--- src/logic/ct_pkg.sv ---
// Constants shared by the cascaded 16-bit timer
package ct_pkg;
    // Upper control field positions
    localparam int UPPER_INIT_BIT = 7;
    localparam int UPPER_RUN_BIT = 3;
    localparam int UPPER_MODE_LSB = 0;
    // Lower control field positions
    localparam int LOWER_SRC_LSB = 4;
    localparam int LOWER_CASC_LSB = 0;
    // Lower control cascade code for 16-bit operation
    localparam logic [2:0] LOWER_CASC_16 = 3'h3;
    // Values after reset, and the counter top
    localparam logic [7:0] CTRL_RST = 8'h00;
    localparam logic [15:0] WORD_RST = 16'h0000;
    localparam logic [15:0] CNT_TOP = 16'hffff;
    // Source clock codes in the lower control register
    localparam logic [2:0] SRC_SLOWEST = 3'h0;
    localparam logic [2:0] SRC_DIV7 = 3'h1;
    localparam logic [2:0] SRC_DIV5 = 3'h2;
    localparam logic [2:0] SRC_DIV3 = 3'h3;
    localparam logic [2:0] SRC_FS = 3'h4;
    localparam logic [2:0] SRC_DIV1 = 3'h5;
    localparam logic [2:0] SRC_FC = 3'h6;
    localparam logic [2:0] SRC_EXT = 3'h7;
    // Prescaler tap indices
    localparam int TAP_DIV11 = 0;
    localparam int TAP_DIV7 = 1;
    localparam int TAP_DIV5 = 2;
    localparam int TAP_DIV3 = 3;
    localparam int TAP_FS = 4;
    localparam int TAP_DIV1 = 5;
    localparam int TAP_FS8 = 6;
    localparam int TAP_COUNT = 7;
    // Low-frequency clock period and its length in fast clocks
    localparam int CLK_PERIOD_PS = 10000;
    localparam int FS_PERIOD_PS = 30517578;
    localparam int FS_CYCLES = FS_PERIOD_PS / CLK_PERIOD_PS;
    localparam logic [11:0] FS_LAST = 12'(FS_CYCLES - 1);
    // Upper control mode codes
    typedef enum logic [2:0] {
        CT_MODE_OFF = 3'b000,
        CT_MODE_TIMER = 3'b100,
        CT_MODE_PWM = 3'b110,
        CT_MODE_PPG = 3'b111
    } ct_mode_t;
endpackage

--- src/logic/ct_prescaler.sv ---
`timescale 1ns/100ps
// Free running divider that hands out one-cycle tick enables
module ct_prescaler (
    // Clock and reset
    input wire logic clk,
    input wire logic rst_n,
    // Tick enables, one bit per tap
    output logic [ct_pkg::TAP_COUNT-1:0] tick
);
    // All divider state
    typedef struct packed {
        logic [10:0] fc_div;
        logic [11:0] fs_div;
        logic [2:0] fs8_div;
        logic [ct_pkg::TAP_COUNT-1:0] tick;
    } ct_pre_t;

    ct_pre_t st_r;
    ct_pre_t st_nxt;

    // Next state of the dividers and ticks
    always_comb begin
        st_nxt = st_r;
        st_nxt.fc_div = st_r.fc_div + 11'h001;
        st_nxt.tick = '0;
        st_nxt.tick[ct_pkg::TAP_DIV11] = &st_r.fc_div[10:0];
        st_nxt.tick[ct_pkg::TAP_DIV7] = &st_r.fc_div[6:0];
        st_nxt.tick[ct_pkg::TAP_DIV5] = &st_r.fc_div[4:0];
        st_nxt.tick[ct_pkg::TAP_DIV3] = &st_r.fc_div[2:0];
        st_nxt.tick[ct_pkg::TAP_DIV1] = st_r.fc_div[0];
        // Low-frequency tick from its own count
        if (st_r.fs_div == ct_pkg::FS_LAST) begin
            st_nxt.fs_div = 12'h000;
            st_nxt.tick[ct_pkg::TAP_FS] = 1'b1;
            st_nxt.fs8_div = st_r.fs8_div + 3'h1;
            st_nxt.tick[ct_pkg::TAP_FS8] = &st_r.fs8_div;
        end else begin
            st_nxt.fs_div = st_r.fs_div + 12'h001;
        end
    end

    // State register
    always_ff @(posedge clk or negedge rst_n) begin
        if (!rst_n) begin
            st_r <= '0;
        end else begin
            st_r <= st_nxt;
        end
    end

    assign tick = st_r.tick;
endmodule // ct_prescaler

--- src/logic/ct_timer16.sv ---
`timescale 1ns/100ps
// Operation
// Event mode: 16-bit count of falling edges
// Period match raises irq, clears, keeps counting
// Source holds each level two machine cycles
// Software writes match low byte, then high
// Event period match unbuffered; not changed running
// Software keeps init bits zero in event mode
// PWM toggles at duty match and overflow
// PWM pin drives inverse of output flop
// Flop starts from init bit; reset clears
// PWM duty staged, loaded at cascade irq
// Running PWM duty reads return staged value; code returns the compare stage (duty_cmp)
// Software writes duty right after the irq
// Stopped output holds; init changed after stop
// Upper control: bit 3 run, bit 7 init
// Software stops counter before stop mode
// Software sets port latch for output pins
// Pulse mode toggles at duty and period
// Pulse pin drives inverse of output flop
// Pulse duty and period unbuffered, immediate
// Mode codes 056H, 057H, 05EH, 05FH, 33H
// Lower byte carries into upper byte
// Source mux taps, slow modes fs only
module ct_timer16 (
    // Clock and reset
    input wire logic clk,
    input wire logic nrst,
    // System operating state
    input wire logic slow_mode,
    input wire logic prescaler_tap_select,
    // External count input pin
    input wire logic ext_count_input,
    // Register writes
    input wire logic [7:0] wr_data,
    input wire logic wr_lower_ctrl,
    input wire logic wr_upper_ctrl,
    input wire logic wr_period_low,
    input wire logic wr_period_high,
    input wire logic wr_duty_low,
    input wire logic wr_duty_high,
    // Register reads
    output logic [7:0] duty_low_rdata,
    output logic [7:0] duty_high_rdata,
    output logic [15:0] count_value,
    // Event and pins
    output logic cascade_match_irq,
    output logic pwm_out_pin,
    output logic pulse_gen_out_pin
);
    // All timer state
    typedef struct packed {
        logic [7:0] lower_ctrl_reg;
        logic [7:0] upper_ctrl_reg;
        logic [15:0] period_match;
        logic [15:0] duty_stage;
        logic [15:0] duty_cmp;
        logic [15:0] cnt;
        logic output_toggle_ff;
        logic ext_s1;
        logic ext_s2;
        logic ext_s3;
        logic irq;
        logic pwm_pin;
        logic ppg_pin;
        logic [7:0] rd_low;
        logic [7:0] rd_high;
    } ct_state_t;

    ct_state_t st_r;
    ct_state_t st_nxt;
    logic [1:0] rst_sync_r; // Reset release synchroniser
    logic rst_n; // Synchronised reset
    logic [ct_pkg::TAP_COUNT-1:0] tap; // Prescaler ticks
    logic ext_fall; // Falling edge on count input
    logic tick; // Selected count enable
    logic run; // Run bit
    logic casc_ok; // Lower counter set for 16 bits
    logic irq_ev; // Cascade event this cycle
    logic tgl; // Output flop toggle this cycle
    logic [15:0] cnt_inc; // Counter plus one
    ct_pkg::ct_mode_t mode; // Current mode
    logic [2:0] src; // Current source code

    // Reset is released through two flops
    always_ff @(posedge clk or negedge nrst) begin
        if (!nrst) begin
            rst_sync_r <= 2'h0;
        end else begin
            rst_sync_r <= {rst_sync_r[0], 1'b1};
        end
    end
    assign rst_n = rst_sync_r[1];

    // Tick generator
    ct_prescaler u_pre (
        .clk(clk),
        .rst_n(rst_n),
        .tick(tap)
    );

    // Decoded fields
    // control bit fields
    assign run = st_r.upper_ctrl_reg[ct_pkg::UPPER_RUN_BIT];
    // mode codes decoded
    assign mode = ct_pkg::ct_mode_t'(st_r.upper_ctrl_reg[ct_pkg::UPPER_MODE_LSB +: 3]);
    assign src = st_r.lower_ctrl_reg[ct_pkg::LOWER_SRC_LSB +: 3];
    assign casc_ok = st_r.lower_ctrl_reg[ct_pkg::LOWER_CASC_LSB +: 3] == ct_pkg::LOWER_CASC_16;
    // edge from the third synchroniser stage
    assign ext_fall = st_r.ext_s3 & ~st_r.ext_s2;
    // one 16-bit carry chain
    assign cnt_inc = st_r.cnt + 16'h0001;

    // Source clock selection
    // taps and slow-mode limits
    always_comb begin
        tick = 1'b0;
        if (src == ct_pkg::SRC_SLOWEST) begin
            tick = (slow_mode || prescaler_tap_select) ? tap[ct_pkg::TAP_FS8] : tap[ct_pkg::TAP_DIV11];
        end else if (src == ct_pkg::SRC_FS) begin
            tick = tap[ct_pkg::TAP_FS];
        end else if (src == ct_pkg::SRC_EXT) begin
            tick = ext_fall;
        end else if (!slow_mode) begin
            case (src)
                ct_pkg::SRC_DIV7: tick = tap[ct_pkg::TAP_DIV7];
                ct_pkg::SRC_DIV5: tick = tap[ct_pkg::TAP_DIV5];
                ct_pkg::SRC_DIV3: tick = tap[ct_pkg::TAP_DIV3];
                ct_pkg::SRC_DIV1: tick = tap[ct_pkg::TAP_DIV1];
                default: tick = 1'b1;
            endcase
        end
    end

    // Next state of the whole timer
    always_comb begin
        st_nxt = st_r;
        irq_ev = 1'b0;
        tgl = 1'b0;
        // Input synchroniser
        st_nxt.ext_s1 = ext_count_input;
        st_nxt.ext_s2 = st_r.ext_s1;
        st_nxt.ext_s3 = st_r.ext_s2;
        // Counting, only while running in 16-bit form
        if (run && casc_ok && tick) begin
            case (mode)
                ct_pkg::CT_MODE_TIMER: begin
                    // period match clears and signals
                    if (cnt_inc == st_r.period_match) begin
                        st_nxt.cnt = ct_pkg::WORD_RST;
                        irq_ev = 1'b1;
                    end else begin
                        // advance on each event
                        st_nxt.cnt = cnt_inc;
                    end
                end
                ct_pkg::CT_MODE_PWM: begin
                    // overflow toggles, clears, signals
                    if (st_r.cnt == ct_pkg::CNT_TOP) begin
                        st_nxt.cnt = ct_pkg::WORD_RST;
                        tgl = 1'b1;
                        irq_ev = 1'b1;
                    end else begin
                        st_nxt.cnt = cnt_inc;
                        tgl = cnt_inc == st_r.duty_cmp;
                    end
                end
                ct_pkg::CT_MODE_PPG: begin
                    // duty toggles, period toggles and clears
                    tgl = cnt_inc == st_r.duty_cmp;
                    if (cnt_inc == st_r.period_match) begin
                        st_nxt.cnt = ct_pkg::WORD_RST;
                        tgl = ~tgl;
                        irq_ev = 1'b1;
                    end else begin
                        st_nxt.cnt = cnt_inc;
                    end
                end
                default: begin
                    st_nxt.cnt = st_r.cnt;
                end
            endcase
        end
        st_nxt.output_toggle_ff = st_r.output_toggle_ff ^ tgl;
        // Control writes
        if (wr_lower_ctrl) begin
            st_nxt.lower_ctrl_reg = wr_data;
        end
        if (wr_upper_ctrl) begin
            st_nxt.upper_ctrl_reg = wr_data;
            // init level only taken while already stopped
            if (!run) begin
                // starting level from init bit
                st_nxt.output_toggle_ff = wr_data[ct_pkg::UPPER_INIT_BIT];
                if (wr_data[ct_pkg::UPPER_RUN_BIT]) begin
                    st_nxt.cnt = ct_pkg::WORD_RST;
                end
            end
        end
        // period match takes effect at once
        if (wr_period_low) begin
            st_nxt.period_match[7:0] = wr_data;
        end
        if (wr_period_high) begin
            st_nxt.period_match[15:8] = wr_data;
        end
        // Duty writes land in the staging register
        if (wr_duty_low) begin
            st_nxt.duty_stage[7:0] = wr_data;
        end
        if (wr_duty_high) begin
            st_nxt.duty_stage[15:8] = wr_data;
        end
        // staged duty loads at cascade event
        if (run && mode == ct_pkg::CT_MODE_PWM) begin
            if (irq_ev) begin
                st_nxt.duty_cmp = st_nxt.duty_stage;
            end
        end else begin
            // immediate when stopped or not PWM
            st_nxt.duty_cmp = st_nxt.duty_stage;
        end
        // running PWM reads show the compare stage
        if (st_nxt.upper_ctrl_reg[ct_pkg::UPPER_RUN_BIT] &&
            st_nxt.upper_ctrl_reg[2:0] == ct_pkg::CT_MODE_PWM) begin
            st_nxt.rd_low = st_nxt.duty_cmp[7:0];
            st_nxt.rd_high = st_nxt.duty_cmp[15:8];
        end else begin
            st_nxt.rd_low = st_nxt.duty_stage[7:0];
            st_nxt.rd_high = st_nxt.duty_stage[15:8];
        end
        st_nxt.irq = irq_ev;
        // PWM pin inverse of flop, idle high
        st_nxt.pwm_pin = (st_nxt.upper_ctrl_reg[2:0] == ct_pkg::CT_MODE_PWM) ? ~st_nxt.output_toggle_ff : 1'b1;
        // pulse pin inverse of flop, idle high
        st_nxt.ppg_pin = (st_nxt.upper_ctrl_reg[2:0] == ct_pkg::CT_MODE_PPG) ? ~st_nxt.output_toggle_ff : 1'b1;
    end

    // State register
    always_ff @(posedge clk or negedge rst_n) begin
        if (!rst_n) begin
            st_r <= '{lower_ctrl_reg: ct_pkg::CTRL_RST, upper_ctrl_reg: ct_pkg::CTRL_RST,
                      period_match: ct_pkg::WORD_RST, duty_stage: ct_pkg::WORD_RST,
                      duty_cmp: ct_pkg::WORD_RST, cnt: ct_pkg::WORD_RST, output_toggle_ff: 1'b0,
                      ext_s1: 1'b1, ext_s2: 1'b1, ext_s3: 1'b1, irq: 1'b0, pwm_pin: 1'b1,
                      ppg_pin: 1'b1, rd_low: 8'h00, rd_high: 8'h00};
        end else begin
            st_r <= st_nxt;
        end
    end

    // Outputs straight from the state register
    assign duty_low_rdata = st_r.rd_low;
    assign duty_high_rdata = st_r.rd_high;
    assign count_value = st_r.cnt;
    assign cascade_match_irq = st_r.irq;
    assign pwm_out_pin = st_r.pwm_pin;
    assign pulse_gen_out_pin = st_r.ppg_pin;

    // Checks on the timer behaviour
    a_event_advance: assert property (@(posedge clk) disable iff (!rst_n)
        (run && casc_ok && mode == ct_pkg::CT_MODE_TIMER && src == ct_pkg::SRC_EXT && ext_fall
         && cnt_inc != st_r.period_match && !wr_upper_ctrl) |=> count_value == $past(cnt_inc))
        else $error("event count did not advance");
    a_period_match_irq: assert property (@(posedge clk) disable iff (!rst_n)
        (run && casc_ok && tick && mode == ct_pkg::CT_MODE_TIMER && cnt_inc == st_r.period_match
         && !wr_upper_ctrl) |=> cascade_match_irq && count_value == 16'h0000)
        else $error("period match did not clear and signal");
    a_pwm_overflow: assert property (@(posedge clk) disable iff (!rst_n)
        (run && casc_ok && tick && mode == ct_pkg::CT_MODE_PWM && st_r.cnt == 16'hffff && !wr_upper_ctrl)
        |=> cascade_match_irq && st_r.output_toggle_ff != $past(st_r.output_toggle_ff))
        else $error("overflow did not toggle and signal");
    a_pwm_pin_inverse: assert property (@(posedge clk) disable iff (!rst_n)
        (mode == ct_pkg::CT_MODE_PWM) |-> pwm_out_pin == !st_r.output_toggle_ff)
        else $error("pwm pin not inverse of flop");
    a_ppg_pin_inverse: assert property (@(posedge clk) disable iff (!rst_n)
        (mode == ct_pkg::CT_MODE_PPG) |-> pulse_gen_out_pin == !st_r.output_toggle_ff)
        else $error("pulse pin not inverse of flop");
    a_init_level_load: assert property (@(posedge clk) disable iff (!rst_n)
        (wr_upper_ctrl && !run) |=> st_r.output_toggle_ff == $past(wr_data[7]))
        else $error("flop did not take init level");
    a_stopped_hold: assert property (@(posedge clk) disable iff (!rst_n)
        (!run && !wr_upper_ctrl) |=> $stable(st_r.output_toggle_ff) && $stable(pwm_out_pin))
        else $error("stopped output changed");
    a_duty_stage_hold: assert property (@(posedge clk) disable iff (!rst_n)
        (run && mode == ct_pkg::CT_MODE_PWM && !irq_ev && !wr_upper_ctrl) |=> $stable(st_r.duty_cmp))
        else $error("active duty changed between events");
    a_duty_read_stage: assert property (@(posedge clk) disable iff (!rst_n)
        (run && mode == ct_pkg::CT_MODE_PWM) |-> {duty_high_rdata, duty_low_rdata} == st_r.duty_cmp)
        else $error("duty read not from compare stage");
    a_ppg_period_match: assert property (@(posedge clk) disable iff (!rst_n)
        (run && casc_ok && tick && mode == ct_pkg::CT_MODE_PPG && cnt_inc == st_r.period_match
         && cnt_inc != st_r.duty_cmp && !wr_upper_ctrl)
        |=> cascade_match_irq && count_value == 16'h0000 && $changed(st_r.output_toggle_ff))
        else $error("pulse period match misbehaved");
    a_ppg_immediate: assert property (@(posedge clk) disable iff (!rst_n)
        (mode == ct_pkg::CT_MODE_PPG && wr_duty_low && !wr_upper_ctrl) |=> st_r.duty_cmp[7:0] == $past(wr_data))
        else $error("pulse duty not immediate");
endmodule // ct_timer16

--- config.mk ---
export PLATFORM = sky130hd
export DESIGN_NAME = ct_timer16
export DESIGN_NICKNAME = d
export VERILOG_FILES = /design/src/logic/ct_pkg.sv /design/src/logic/ct_prescaler.sv /design/src/logic/ct_timer16.sv
export SDC_FILE = /design/constraint.sdc
export NUM_CORES = 1
export LEC_CHECK = 0
export ABC_AREA = 1
export BUFFER_PORTS_ARGS = -buffer_cell sky130_fd_sc_hd__clkbuf_2
export CAP_MARGIN = 20
export CORE_UTILIZATION = 55
export DETAILED_ROUTE_END_ITERATION = 8
export PLACE_DENSITY = 0.74
export SYNTH_ARGS = -nofsm -noshare
export SYNTH_HDL_FRONTEND = slang
export SYNTH_SLANG_ARGS = --single-unit
--- constraint.sdc ---
create_clock -name clk -period 7.5 [get_ports clk]
set_input_delay 0.375 -clock clk [delete_from_list [all_inputs] [get_ports clk]]
set_output_delay 0.375 -clock clk [all_outputs]
set_load 0.1 [all_outputs]
==> run summary, run 1 <==
status = finished clean
pwr/cell area = 245 nW/um2
Worst Skew = 7.41 ps
Num CTS Buffers = 17
Core Area = 12,200 um2
post-route cell area = 7750 um2
FF+latch count, synth = 132
Post-CTS Resized = 0
placed cell area = 7120 um2
number of global-route vias before repair = 5,354
die height = 114 um
DR pass1 iterations = 6
hold path cells = 1
number of remaining DRC errors = 0
Area contributors post-synth = dfrtp_1 46%, nand2_1 10%, nand3_1 7.9%
cell depth of the worst flop-to-flop path = 16
critical path launch point type = register
TNS Setup = 0 ps
Leakage = 0.00382 uW
Die ar. = 13,100 um2
WS Path Type = register to register
Syn Nets = 909
number of DRC markers in iteration 0 = 501
ys async rst share = 100%
Yosys top cell by area = dfrtp_1
fraction of layout cells with a size suffix above 1 = 13.4%
worst vdd ir = 0.196 mV
initial antenna violation count = 0
post-layout min period = 2800 ps
CP max stage delay = 450 ps
Mapped Avg Cell Area = 7.87 um2
gr usage total = 26.5%
DP Wirelength = 11,700 um
clk slew on worst S/H paths = 50 ps
Final Hold Viols = 0
Sink Count = 132
RSZ-0062 raised after global routing = no
antenna cells = 0
std cell rows = 40
top-area cell type share of the netlist area = 45.8%
Max Transition Viols Final = 0
worst path cell trace = ha_1 > nand3_1 > nor2_1 > nand3_1 > nand2_1 > nand3_1 > nand2_1 > nand3_1 > nor2_1 > nand3_1 > nand2_1 > o21ai_0 > nand2_1 > inv_1 > a22oi_1 > nor2_1
Max Root-Sink Buffers = 2
Worst setup EP type = register
Final setup viols = 0
number of synthesized flops with an enable pin = 0
max-cap check violation count = 0
Final Util = 63.7%
Vias = 5,743
clk_lat worst skew = 420 ps
slew margin rel. = 36.9%
Setup Buffers After CTS = 0
remaining antenna violation count = 0
largest net degree at the start of global routing = 74
Critical-path top delay cell = dfrtp_1
NumNets Final = 939
Critical Path Fanout Max = 8
WL final = 15,800 um
DR WL/cell = 14.4 um
Port Buffer Count = 53
P&R area growth vs syn = 11.6%
Fmax = 357 MHz
HP Class = input pin to register
first-pass GRT wire length = 26,100 um
Initial Util = 57.1%
# H-tree levels = 4
CTS tree = yes
Warnings, synthesis = 0
sequential area share after synthesis = 47.7%
crit-path most repeated cell = nand3_1
Final Total Pwr = 1900 uW
most common flop cell mapped by yosys = dfrtp_1
Yosys cell types = 38
Root Driver = clkbuf_16
GPL Wtd Cong = 0.990
io pins = 54
filler instances = 1,051
Chip Width = 114 um
WP data arrival = 3100 ps
fin crit share = 37.4%
via/cell ratio = 5.25
Syn Inst Count = 882
CP required = 7800 ps
Post-Syn Area = 6940 um2
slew at the pin closest to its max-slew limit = 946 ps
GRT overflow = 0
==> path summary, 6_finish.rpt <==
| kind | startpoint | to | slack (ps) |
|---|---|---|---|
| min | ext_count_input | st_nxt[20] | 40 |
| min reg2reg | rst_sync_r[0] | rst_sync_r[1] | 350 |
| max reg2reg | count_value[0] | count_value[10] | 4700 |
| max | count_value[0] | count_value[10] | 4700 |
| max in group asynchronous | rst_sync_r[1] | st_r[68] | 5720 |
| min in group asynchronous | nrst | rst_sync_r[1] | 280 |
==> worst max-delay path: cells and delay by family, from the launching register on <==
| kind | cells | cell delay, ps |
|---|---|---|
| compound gates | 2 | 300 |
| fa+ha+maj | 1 | 240 |
| buf+inv | 1 | 210 |
| flops | 1 | 450 |
| simple gates | 12 | 1490 |
==> cell usage after synthesis (all sizes together) (4+ instances only) <==
| cell type | number |
|---|---|
| clkbuf | 9 |
| o21ai | 74 |
| nand4 | 11 |
| xnor2 | 4 |
| buf | 37 |
| xor2 | 9 |
| a22oi | 8 |
| nor3 | 16 |
| and2 | 18 |
| nand3 | 109 |
| nand2 | 206 |
| inv | 125 |
| nor2 | 88 |
| ha | 8 |
| dfstp | 5 |
| a21oi | 15 |
| dfrtp | 127 |
==> cells by family (layout without fill, tap and decap cells) <==
group	after synthesis	after routing	share of synthesized area, %
AO/OA/AOI/OAI	101	101	7.91
adder cells (fa/ha/maj)	8	8	1.44
other	1	1	0.0540
XOR/XNOR	13	13	1.64
AND/OR/NAND/NOR	456	456	29.9
flip-flops	132	132	47.7
buffers and inverters	171	214	11.4
==> repair_timing <==
action / 4_1_cts / 5_1_grt
endpoints found under the hold margin: 2 / 0
endpoints found under the setup margin: 0 / 0
hold buffers: 1 / 0
==> layout by cell type, fill, tap and decap left out, types with 2 or more instances in the layout <==
master	count
a21oi_1	15
nor3_1	15
dfrtp_1	126
nand4_1	11
bufinv_16	3
nand3b_1	2
clkinvlp_4	5
a31oi_1	2
nor2_2	5
inv_1	124
nand2_2	18
nand2_4	2
dfstp_2	5
o21ai_0	72
a22oi_1	8
nor2_4	3
clkbuf_16	17
nor2_1	80
nand3_1	109
clkbuf_2	53
clkbuf_8	3
buf_4	3
xor2_1	9
nand2_1	185
ha_1	8
nor4_1	3
xnor2_1	4
and2_1	18
clkbuf_1	4
==> cell type report <==
class	count	area [um2]	area share [%]
tap	168	210	2.71
timing repair buffer	57	298	3.84
sequential	132	3310	42.8
inverter	125	469	6.06
clock buffer	24	482	6.22
clock inverter	8	128	1.65
multi-input combinational	579	2850	36.8
==> power breakdown <==
part | total [uW] | internal, uW | switching [uW]
combinational | 259 | 58.5 | 200
clock | 847 | 549 | 298
sequential | 791 | 758 | 33.0
total | 1900 | 1370 | 531
==> per-layer routing <==
layer	up-vias	GRT usage [%]	part of all wire, %
met5	-	0	0
met4	0	8.83	2.0
met3	27	5.98	6.6
met2	193	43.4	47
met1	2675	34.8	44
li1	2848	-	-
==> sequential cells by signal, indices dropped and copies added, names as in the netlist, 3 cells and up <==
register,flops
u_pre.tick,7
count_value,16
duty_high_rdata,8
src,3
st_r,53
u_pre.st_r,25
mode,3
duty_low_rdata,8
==> stage by stage <==
stage                     setup WS, ps  hold slack (ps)  std cells
after floorplan                   3560             79.4        882
after global placement            4760              161       1059
after detailed placement          4650              165       1059
after CTS                         4640             22.4       1092
after global routing              4330             15.7       1093
final                             4700             38.9       1093
No activity file was read; power rests on OpenSTA's default activity.
==> inputs of run 2 (changes only) <==
--- a/config.mk
+++ b/config.mk
@@ -5,12 +5,12 @@
 export SDC_FILE = /design/constraint.sdc
 export NUM_CORES = 1
 export LEC_CHECK = 0
-export ABC_AREA = 1
+export ABC_AREA = 0
 export BUFFER_PORTS_ARGS = -buffer_cell sky130_fd_sc_hd__clkbuf_2
 export CAP_MARGIN = 20
-export CORE_UTILIZATION = 55
+export CORE_UTILIZATION = 54
 export DETAILED_ROUTE_END_ITERATION = 8
-export PLACE_DENSITY = 0.74
+export PLACE_DENSITY = 0.76
 export SYNTH_ARGS = -nofsm -noshare
 export SYNTH_HDL_FRONTEND = slang
 export SYNTH_SLANG_ARGS = --single-unit
==> constraint.sdc (replaced) <==
create_clock -name clk -period 2.45 [get_ports clk]
set_input_delay 0.1225 -clock clk [delete_from_list [all_inputs] [get_ports clk]]
set_output_delay 0.1225 -clock clk [all_outputs]
set_load 0.1 [all_outputs]
==> run 2 against run 1 <==
- the run now ends with negative setup slack left
- total power rose to 3.1 times the previous value
- final area up 16%
- die area up 0.88%
- first-iteration DRC count down 22%
- final cell count down 16%
- largest cell class is now multi-input combinational cells
- worst setup slack worse by 5300 ps
- clock power rose to 3.0 times the previous value
- combinational power rose to 3.6 times the previous value
- fmax down 6.7%
- sequential power rose to 3.1 times the previous value
==> run summary, run 2 <==
status = finished, violations left
failing checks = negative setup slack
Core Area = 12,200 um2 (+0.41%)
most common cell after layout, fill and taps aside = dfrtp_1
Worst Skew = 7.76 ps (+0.345 ps)
DP Wirelength = 11,800 um (+0.53%)
Max Transition Viols Final = 0 (unchanged)
Critical Path Fanout Max = 3 (-5)
critical path launch point type = register
crit-path most repeated cell = buf_6
slew margin rel. = 50.9% (+14 points)
max-cap check violation count = 0 (unchanged)
Simple-Gate Fraction of Synth Area = 14.6% (-15 points)
Max Root-Sink Buffers = 2 (unchanged)
CTS tree = yes
WP data arrival = 3310 ps (+210 ps)
post-synthesis compound-gate area fraction = 8.32% (+0.40 points)
GRT overflow = 0 (unchanged)
number of remaining DRC errors = 0 (unchanged)
Post-Syn Area = 6880 um2 (-0.94%)
initial antenna violation count = 0 (unchanged)
Yosys top cell by area = dfrtp_1
Leakage = 0.00414 uW (+8.3%)
ys async rst share = 100% (unchanged)
io pins = 54 (unchanged)
worst vdd ir = 0.767 mV (+290%)
Top reg by flops = st_r
DR pass1 iterations = 5 (-1)
largest net degree at the start of global routing = 51 (-31%)
std cell rows = 40 (unchanged)
number of global-route vias before repair = 5,347 (-0.13%)
Yosys cell types = 64 (+68%)
Final Hold Viols = 0 (unchanged)
Syn Nets = 638 (-30%)
Layout Cells excl Fill = 915 (-16%)
Mapped Avg Cell Area = 11.3 um2 (+43%)
placed instance count = 863 (-19%)
P&R area growth vs syn = 30.6%
Fmax = 333 MHz (-6.7%)
via/cell ratio = 5.67 (+7.9%)
CP required = 2750 ps (-5050 ps)
Largest register FFs = 53 (unchanged)
WL final = 17,900 um (+13%)
GPL Wtd Cong = 0.953 (-3.8%)
multiplexer area fraction after synthesis = 13.6% (+14 points)
top-count cell post-synth = dfrtp_1
first-pass GRT wire length = 28,200 um (+8.0%)
clk_lat worst skew = 420 ps (about the same)
Initial Util = 56.3% (-0.77 points)
fin crit share = 123% (+85 points)
Critical-path top delay cell = or4_4
number of DRC markers in iteration 0 = 390 (-22%)
CP max stage delay = 460 ps (about the same)
PnR worst setup slack = -553 ps (-5250 ps)
Num CTS Buffers = 17 (unchanged)
Vias = 5,187 (-9.7%)
Root Driver = clkbuf_16
slew at the pin closest to its max-slew limit = 737 ps (-209 ps)
fraction of layout cells with a size suffix above 1 = 45.6% (+32 points)
sequential area share after synthesis = 48.1% (+0.45 points)
gr usage total = 29.2% (+2.7 points)
Worst setup EP type = register
clk slew on worst S/H paths = 60 ps (about the same)
number of synthesized flops with an enable pin = 0 (unchanged)
commonest cells after routing, fill and taps aside = 124 x dfrtp_1, 89 x buf_4, 53 x clkbuf_2
Final Util = 73.5% (+9.8 points)
Final setup viols = 51 (+51)
# H-tree levels = 4 (unchanged)
remaining antenna violation count = 0 (unchanged)
pwr/cell area = 661 nW/um2 (+170%)
Chip Width = 115 um (+0.44%)
worst path cell trace = buf_6 > nand4_4 > or3_4 > buf_6 > a2111oi_4 > o221ai_1 > or4_4 > o211ai_1 > nand3b_1 > mux2i_2 > or2_1
adder-cell share of the synthesized area = 1.46% (+0.014 points)
post-layout min period = 3000 ps (+202 ps)
main combinational cell family by area after synthesis = simple AND/OR/NAND/NOR gates
antenna cells = 0 (unchanged)
FF+latch count, synth = 132 (unchanged)
DR WL/cell = 19.5 um (+35%)
most common flop cell mapped by yosys = dfrtp_1
worst slack at placement = -562 ps (-5220 ps)
NumNets Final = 761 (-19%)
Warnings, synthesis = 0 (unchanged)
CP startpoint = count_value[0]
Syn Inst Count = 611 (-31%)
Die ar. = 13,200 um2 (+0.88%)
commonest cells in the netlist = 127 x dfrtp_1, 66 x mux2_2, 44 x nor2_1
Final Total Pwr = 5930 uW (+210%)
Sink Count = 132 (unchanged)
WS Path Type = register to register
Area contributors post-synth = dfrtp_1 46%, mux2_2 11%, xnor2_1 4.3%
RR Startpoint = count_value[0]
die height = 115 um (+0.44%)
RSZ-0062 raised after global routing = yes
top-area cell type share of the netlist area = 46.2% (+0.43 points)
filler instances = 814 (-23%)
Port Buffer Count = 53 (unchanged)
Post-Synth XOR/XNOR Area = 6.88% (+5.2 points)
HP Class = input pin to asynchronous set/reset pin
Worst Hold Slack = 25.2 ps (-13.7 ps)
run 2: cell types whose count changed in the layout (fill, tap and decap cells not counted), moves of 11 or more:
cell      change
buf_4        +86
o21ai_0      -65
mux2_2       +44
xnor2_1      +29
mux2_4       +32
nand2b_1     +12
nand2_1     -157
xor2_1       +11
nor2_1       -39
nand2_2      -18
nand3_1      -89
inv_1       -110
and2_1       -13
run 2: final timing paths:
kind                                 endpoint  slack (ps)  cells after the start
worst max-delay path                 st_r[22]        -550                     11
worst min-delay path            rst_sync_r[1]          30                      2
worst max register to register       st_r[22]        -550                     11
worst min register to register  rst_sync_r[1]         350                      0
max in group asynchronous         pwm_out_pin        1380                      1
min in group clk                       src[0]          60                      2
run 2: area by class of cell:
type / instances / area, um2 / share of cell area [%]
Sequential cell: 132 / 3320 / 36.9
Clock buffer: 19 / 443 / 4.93
Inverter: 15 / 56.3 / 0.627
Timing Repair Buffer: 167 / 1360 / 15.1
Tap cell: 168 / 210 / 2.34
Multi-Input combinational cell: 401 / 3450 / 38.4
Clock inverter: 13 / 146 / 1.63
run 2: what timing repair did:
| item | 4_1_cts | 5_1_grt |
|---|---|---|
| cloned | 5 | 0 |
| hold endpoints to repair | 3 | 0 |
| endpoints found under the setup margin | 51 | 52 |
| setup buffers | 12 | 1 |
| pin swaps | 21 | 8 |
| resized for setup | 78 | 21 |
| hold buffers | 2 | 0 |
run 2: stage by stage:
step                setup TNS (ps)  cell area (um2)
finish                      -23570             8980
global route                -28270             8980
CTS                         -22110             8890
detailed placement          -22630             7800
global placement            -19120             7800
floorplan                   -13090             6960
run 2: cells by family after synthesis:
group,after synthesis
xor gates and xnor gates,54
muxes,80
buffers and inverters,78
AOI/OAI and AO/OA,83
other,1
and+or+nand+nor,175
adders and majority gates,8
DFF,132
run 2: routing by layer:
| layer | vias up | global-route usage [%] | wire, um |
|---|---|---|---|
| met5 | - | 0 | 0 |
| met4 | 0 | 13.0 | 705 |
| met3 | 55 | 7.54 | 1060 |
| met2 | 198 | 49.0 | 8920 |
| met1 | 2564 | 35.7 | 7200 |
| li1 | 2370 | - | - |
run 2: power breakdown:
group          switching [uW]  internal (uW)
clock                     992           1540
sequential                136           2330
combinational             567            374
total                    1700           4240
run 2: critical path, delay by kind of cell (launching register included):
kind	cells	cell delay, ps
buffers and inverters	2	260
AND/OR/NAND/NOR	5	1300
AO/OA/AOI/OAI	3	720
multiplexers	1	190
flip-flops	1	410
==> inputs of run 3 (changes only) <==
--- a/config.mk
+++ b/config.mk
@@ -8,9 +8,10 @@
 export ABC_AREA = 0
 export BUFFER_PORTS_ARGS = -buffer_cell sky130_fd_sc_hd__clkbuf_2
 export CAP_MARGIN = 20
-export CORE_UTILIZATION = 54
+export CORE_UTILIZATION = 55
 export DETAILED_ROUTE_END_ITERATION = 8
-export PLACE_DENSITY = 0.76
+export HOLD_SLACK_MARGIN = 0.05
+export PLACE_DENSITY = 0.74
 export SYNTH_ARGS = -nofsm -noshare
 export SYNTH_HDL_FRONTEND = slang
 export SYNTH_SLANG_ARGS = --single-unit
==> constraint.sdc (replaced) <==
create_clock -name clk -period 3.1 [get_ports clk]
set_input_delay 0.155 -clock clk [delete_from_list [all_inputs] [get_ports clk]]
set_output_delay 0.155 -clock clk [all_outputs]
set_load 0.1 [all_outputs]
==> run 3 against run 2 <==
- wire length down 16%
- fmax about the same
- critical path depth down 1
- worst setup slack better by 650 ps
- core utilization down 8.6 points
- total power down 27%
- clock skew up 2.7 ps
- the flow now finishes without violations
- count of clock-buffer cells in the layout up 3
- combinational power down 35%
- hold slack better by 27 ps
==> run summary, run 3 (synthesis gave the netlist of run 2 again) <==
status = finished clean
hold_sp = wr_data[4]
clk slew on worst S/H paths = 60 ps (about the same)
P&R area growth vs syn = 14.4%
NetSw = 1200 uW (-29%)
Leakage = 0.00354 uW (-14%)
post-route cell area = 7860 um2 (-12%)
# H-tree levels = 4 (unchanged)
clk_lat worst skew = 420 ps (about the same)
hold path cells = 3
FF-to-FF setup slack = 100 ps (+650 ps)
Final setup viols = 0 (-100%)
cell depth of the worst flop-to-flop path = 10 (-1)
Final Hold Viols = 0 (unchanged)
WP data arrival = 3300 ps (about the same)
fin crit share = 96.9% (-26 points)
Sink Count = 132 (unchanged)
fraction of layout cells with a size suffix above 1 = 33.8% (-12 points)
RSZ-0062 raised after global routing = yes
Chip Width = 114 um (-0.90%)
NumNets Final = 692 (-9.1%)
WS Path Type = register to register
Vias = 4,797 (-7.5%)
worst path cell trace = nand4_2 > buf_4 > or4_1 > xnor2_1 > o221ai_1 > or4_4 > o211ai_1 > nand3b_1 > mux2i_2 > or2_1
WL final = 15,000 um (-16%)
die height = 114 um (-0.90%)
antenna cells = 0 (unchanged)
Die ar. = 13,000 um2 (-1.8%)
CP max stage delay = 570 ps (+110 ps)
worst vdd ir = 0.359 mV (-53%)
logic gate share of total power = 14.1% (-1.8 points)
remaining antenna violation count = 0 (unchanged)
initial antenna violation count = 0 (unchanged)
number of DRC markers in iteration 0 = 415 (+6.4%)
Top reg by flops = st_r
first-pass GRT wire length = 24,600 um (-13%)
GRT overflow = 0 (unchanged)
Num CTS Buffers = 17 (unchanged)
Largest register FFs = 53 (unchanged)
RR Startpoint = count_value[3]
Fmax = 333 MHz (about the same)
gr usage total = 25.1% (-4.1 points)
number of global-route vias before repair = 4,842 (-9.4%)
Worst Skew = 10.4 ps (+2.67 ps)
largest net degree at the start of global routing = 131 (+160%)
most common cell after layout, fill and taps aside = dfrtp_1
via/cell ratio = 5.67 (about the same)
Max Transition Viols Final = 0 (unchanged)
slew margin rel. = 55.2% (+4.4 points)
critical path launch point type = register
Worst setup EP type = register
Initial Util = 56.8% (+0.47 points)
CP required = 3400 ps (+650 ps)
DR pass1 iterations = 5 (unchanged)
Core Area = 12,100 um2 (-0.82%)
max-cap check violation count = 0 (unchanged)
Crit Reg-Reg Endpoint = st_r[22]
Critical-path top delay cell = or4_1
Clk network pwr share = 40.8% (-1.8 points)
Sw Ratio = 27.9% (-0.73 points)
io pins = 54 (unchanged)
Port Buffer Count = 53 (unchanged)
commonest cells after routing, fill and taps aside = 125 x dfrtp_1, 66 x mux2_2, 53 x clkbuf_2
TNS Setup = 0 ps (+23,570 ps)
Final Total Pwr = 4300 uW (-27%)
register share of total power = 45.0% (+3.5 points)
post-layout min period = 3000 ps (-0.503 ps)
slew at the pin closest to its max-slew limit = 671 ps (-65.5 ps)
Max Root-Sink Buffers = 2 (unchanged)
CTS tree = yes
GPL Wtd Cong = 0.936 (-1.8%)
Critical Path Fanout Max = 10 (+7)
pwr/cell area = 547 nW/um2 (-17%)
HP Class = input pin to register
DP Wirelength = 10,500 um (-11%)
Hold EP = src[0]
DR WL/cell = 17.7 um (-9.3%)
placed cell area = 7230 um2 (-7.3%)
std cell rows = 40 (unchanged)
number of remaining DRC errors = 0 (unchanged)
Pint = 3110 uW (-27%)
filler instances = 961 (+18%)
Root Driver = clkbuf_16
==> run 3: per-layer routing <==
metal	up-vias	track usage, %	share of wire, %
met5	-	0	0
met4	0	12.3	3.0
met3	36	5.05	5.3
met2	155	42.0	50
met1	2368	31.4	41
li1	2238	-	-
==> run 3: power by group through the flow <==
stage	Sequential, uW	Combinational [uW]	Clock, uW
2_1_floorplan	1960	479	0
3_3_place_gp	1960	585	0
3_5_place_dp	1960	598	0
4_1_cts	1940	604	1800
5_1_grt	1950	651	1870
6_report	1940	609	1760
==> run 3: worst max-delay path by stage <==
| stage | startpoint | to | slack, ps | depth (start not counted) |
|---|---|---|---|---|
| 6_report | count_value[3] | st_r[22] | 100 | 10 |
| 3_5_place_dp | count_value[0] | duty_low_rdata[3] | 120 | 12 |
| 5_1_grt | count_value[1] | st_r[39] | -6 | 11 |
| 4_1_cts | count_value[1] | pulse_gen_out_pin | 10 | 11 |
| 2_1_floorplan | count_value[1] | duty_high_rdata[5] | 170 | 13 |
| 3_3_place_gp | count_value[0] | duty_low_rdata[3] | 160 | 12 |
==> run 3: area by class of cell <==
type	count	area (um2)	area share [%]
flip-flops and latches	132	3310	42.2
multi-input cells	402	3130	39.8
repair buffers	97	631	8.02
clock buffers	22	464	5.90
well taps	168	210	2.67
clock inverters	10	58.8	0.748
inverters	15	56.3	0.716
==> run 3: metrics by stage <==
step | setup slack (ps) | hold WS, ps | instances | utilization, %
final | 97.1 | 52.0 | 846 | 64.9
after global routing | -6.42 | 98.8 | 846 | 64.9
after CTS | 13.7 | 52.2 | 841 | 64.4
after detailed placement | 121 | -56.4 | 805 | 59.7
after global placement | 159 | -59.0 | 805 | 59.7
after floorplan | 170 | -141 | 611 | -
==> run 3: what timing repair did <==
item	CTS	global route
buffers inserted	0	4
setup endpoints to repair	0	38
gates resized for setup	0	8
hold buffers	4	0
endpoints found under the hold margin	4	0
==> run 3: critical path, delay by kind of cell (launching register included) <==
kind,cells,cell delay (ps)
simple gates,5,1560
flops,1,380
compound gates,2,360
buf+inv,1,220
mux,1,190
xor+xnor,1,180
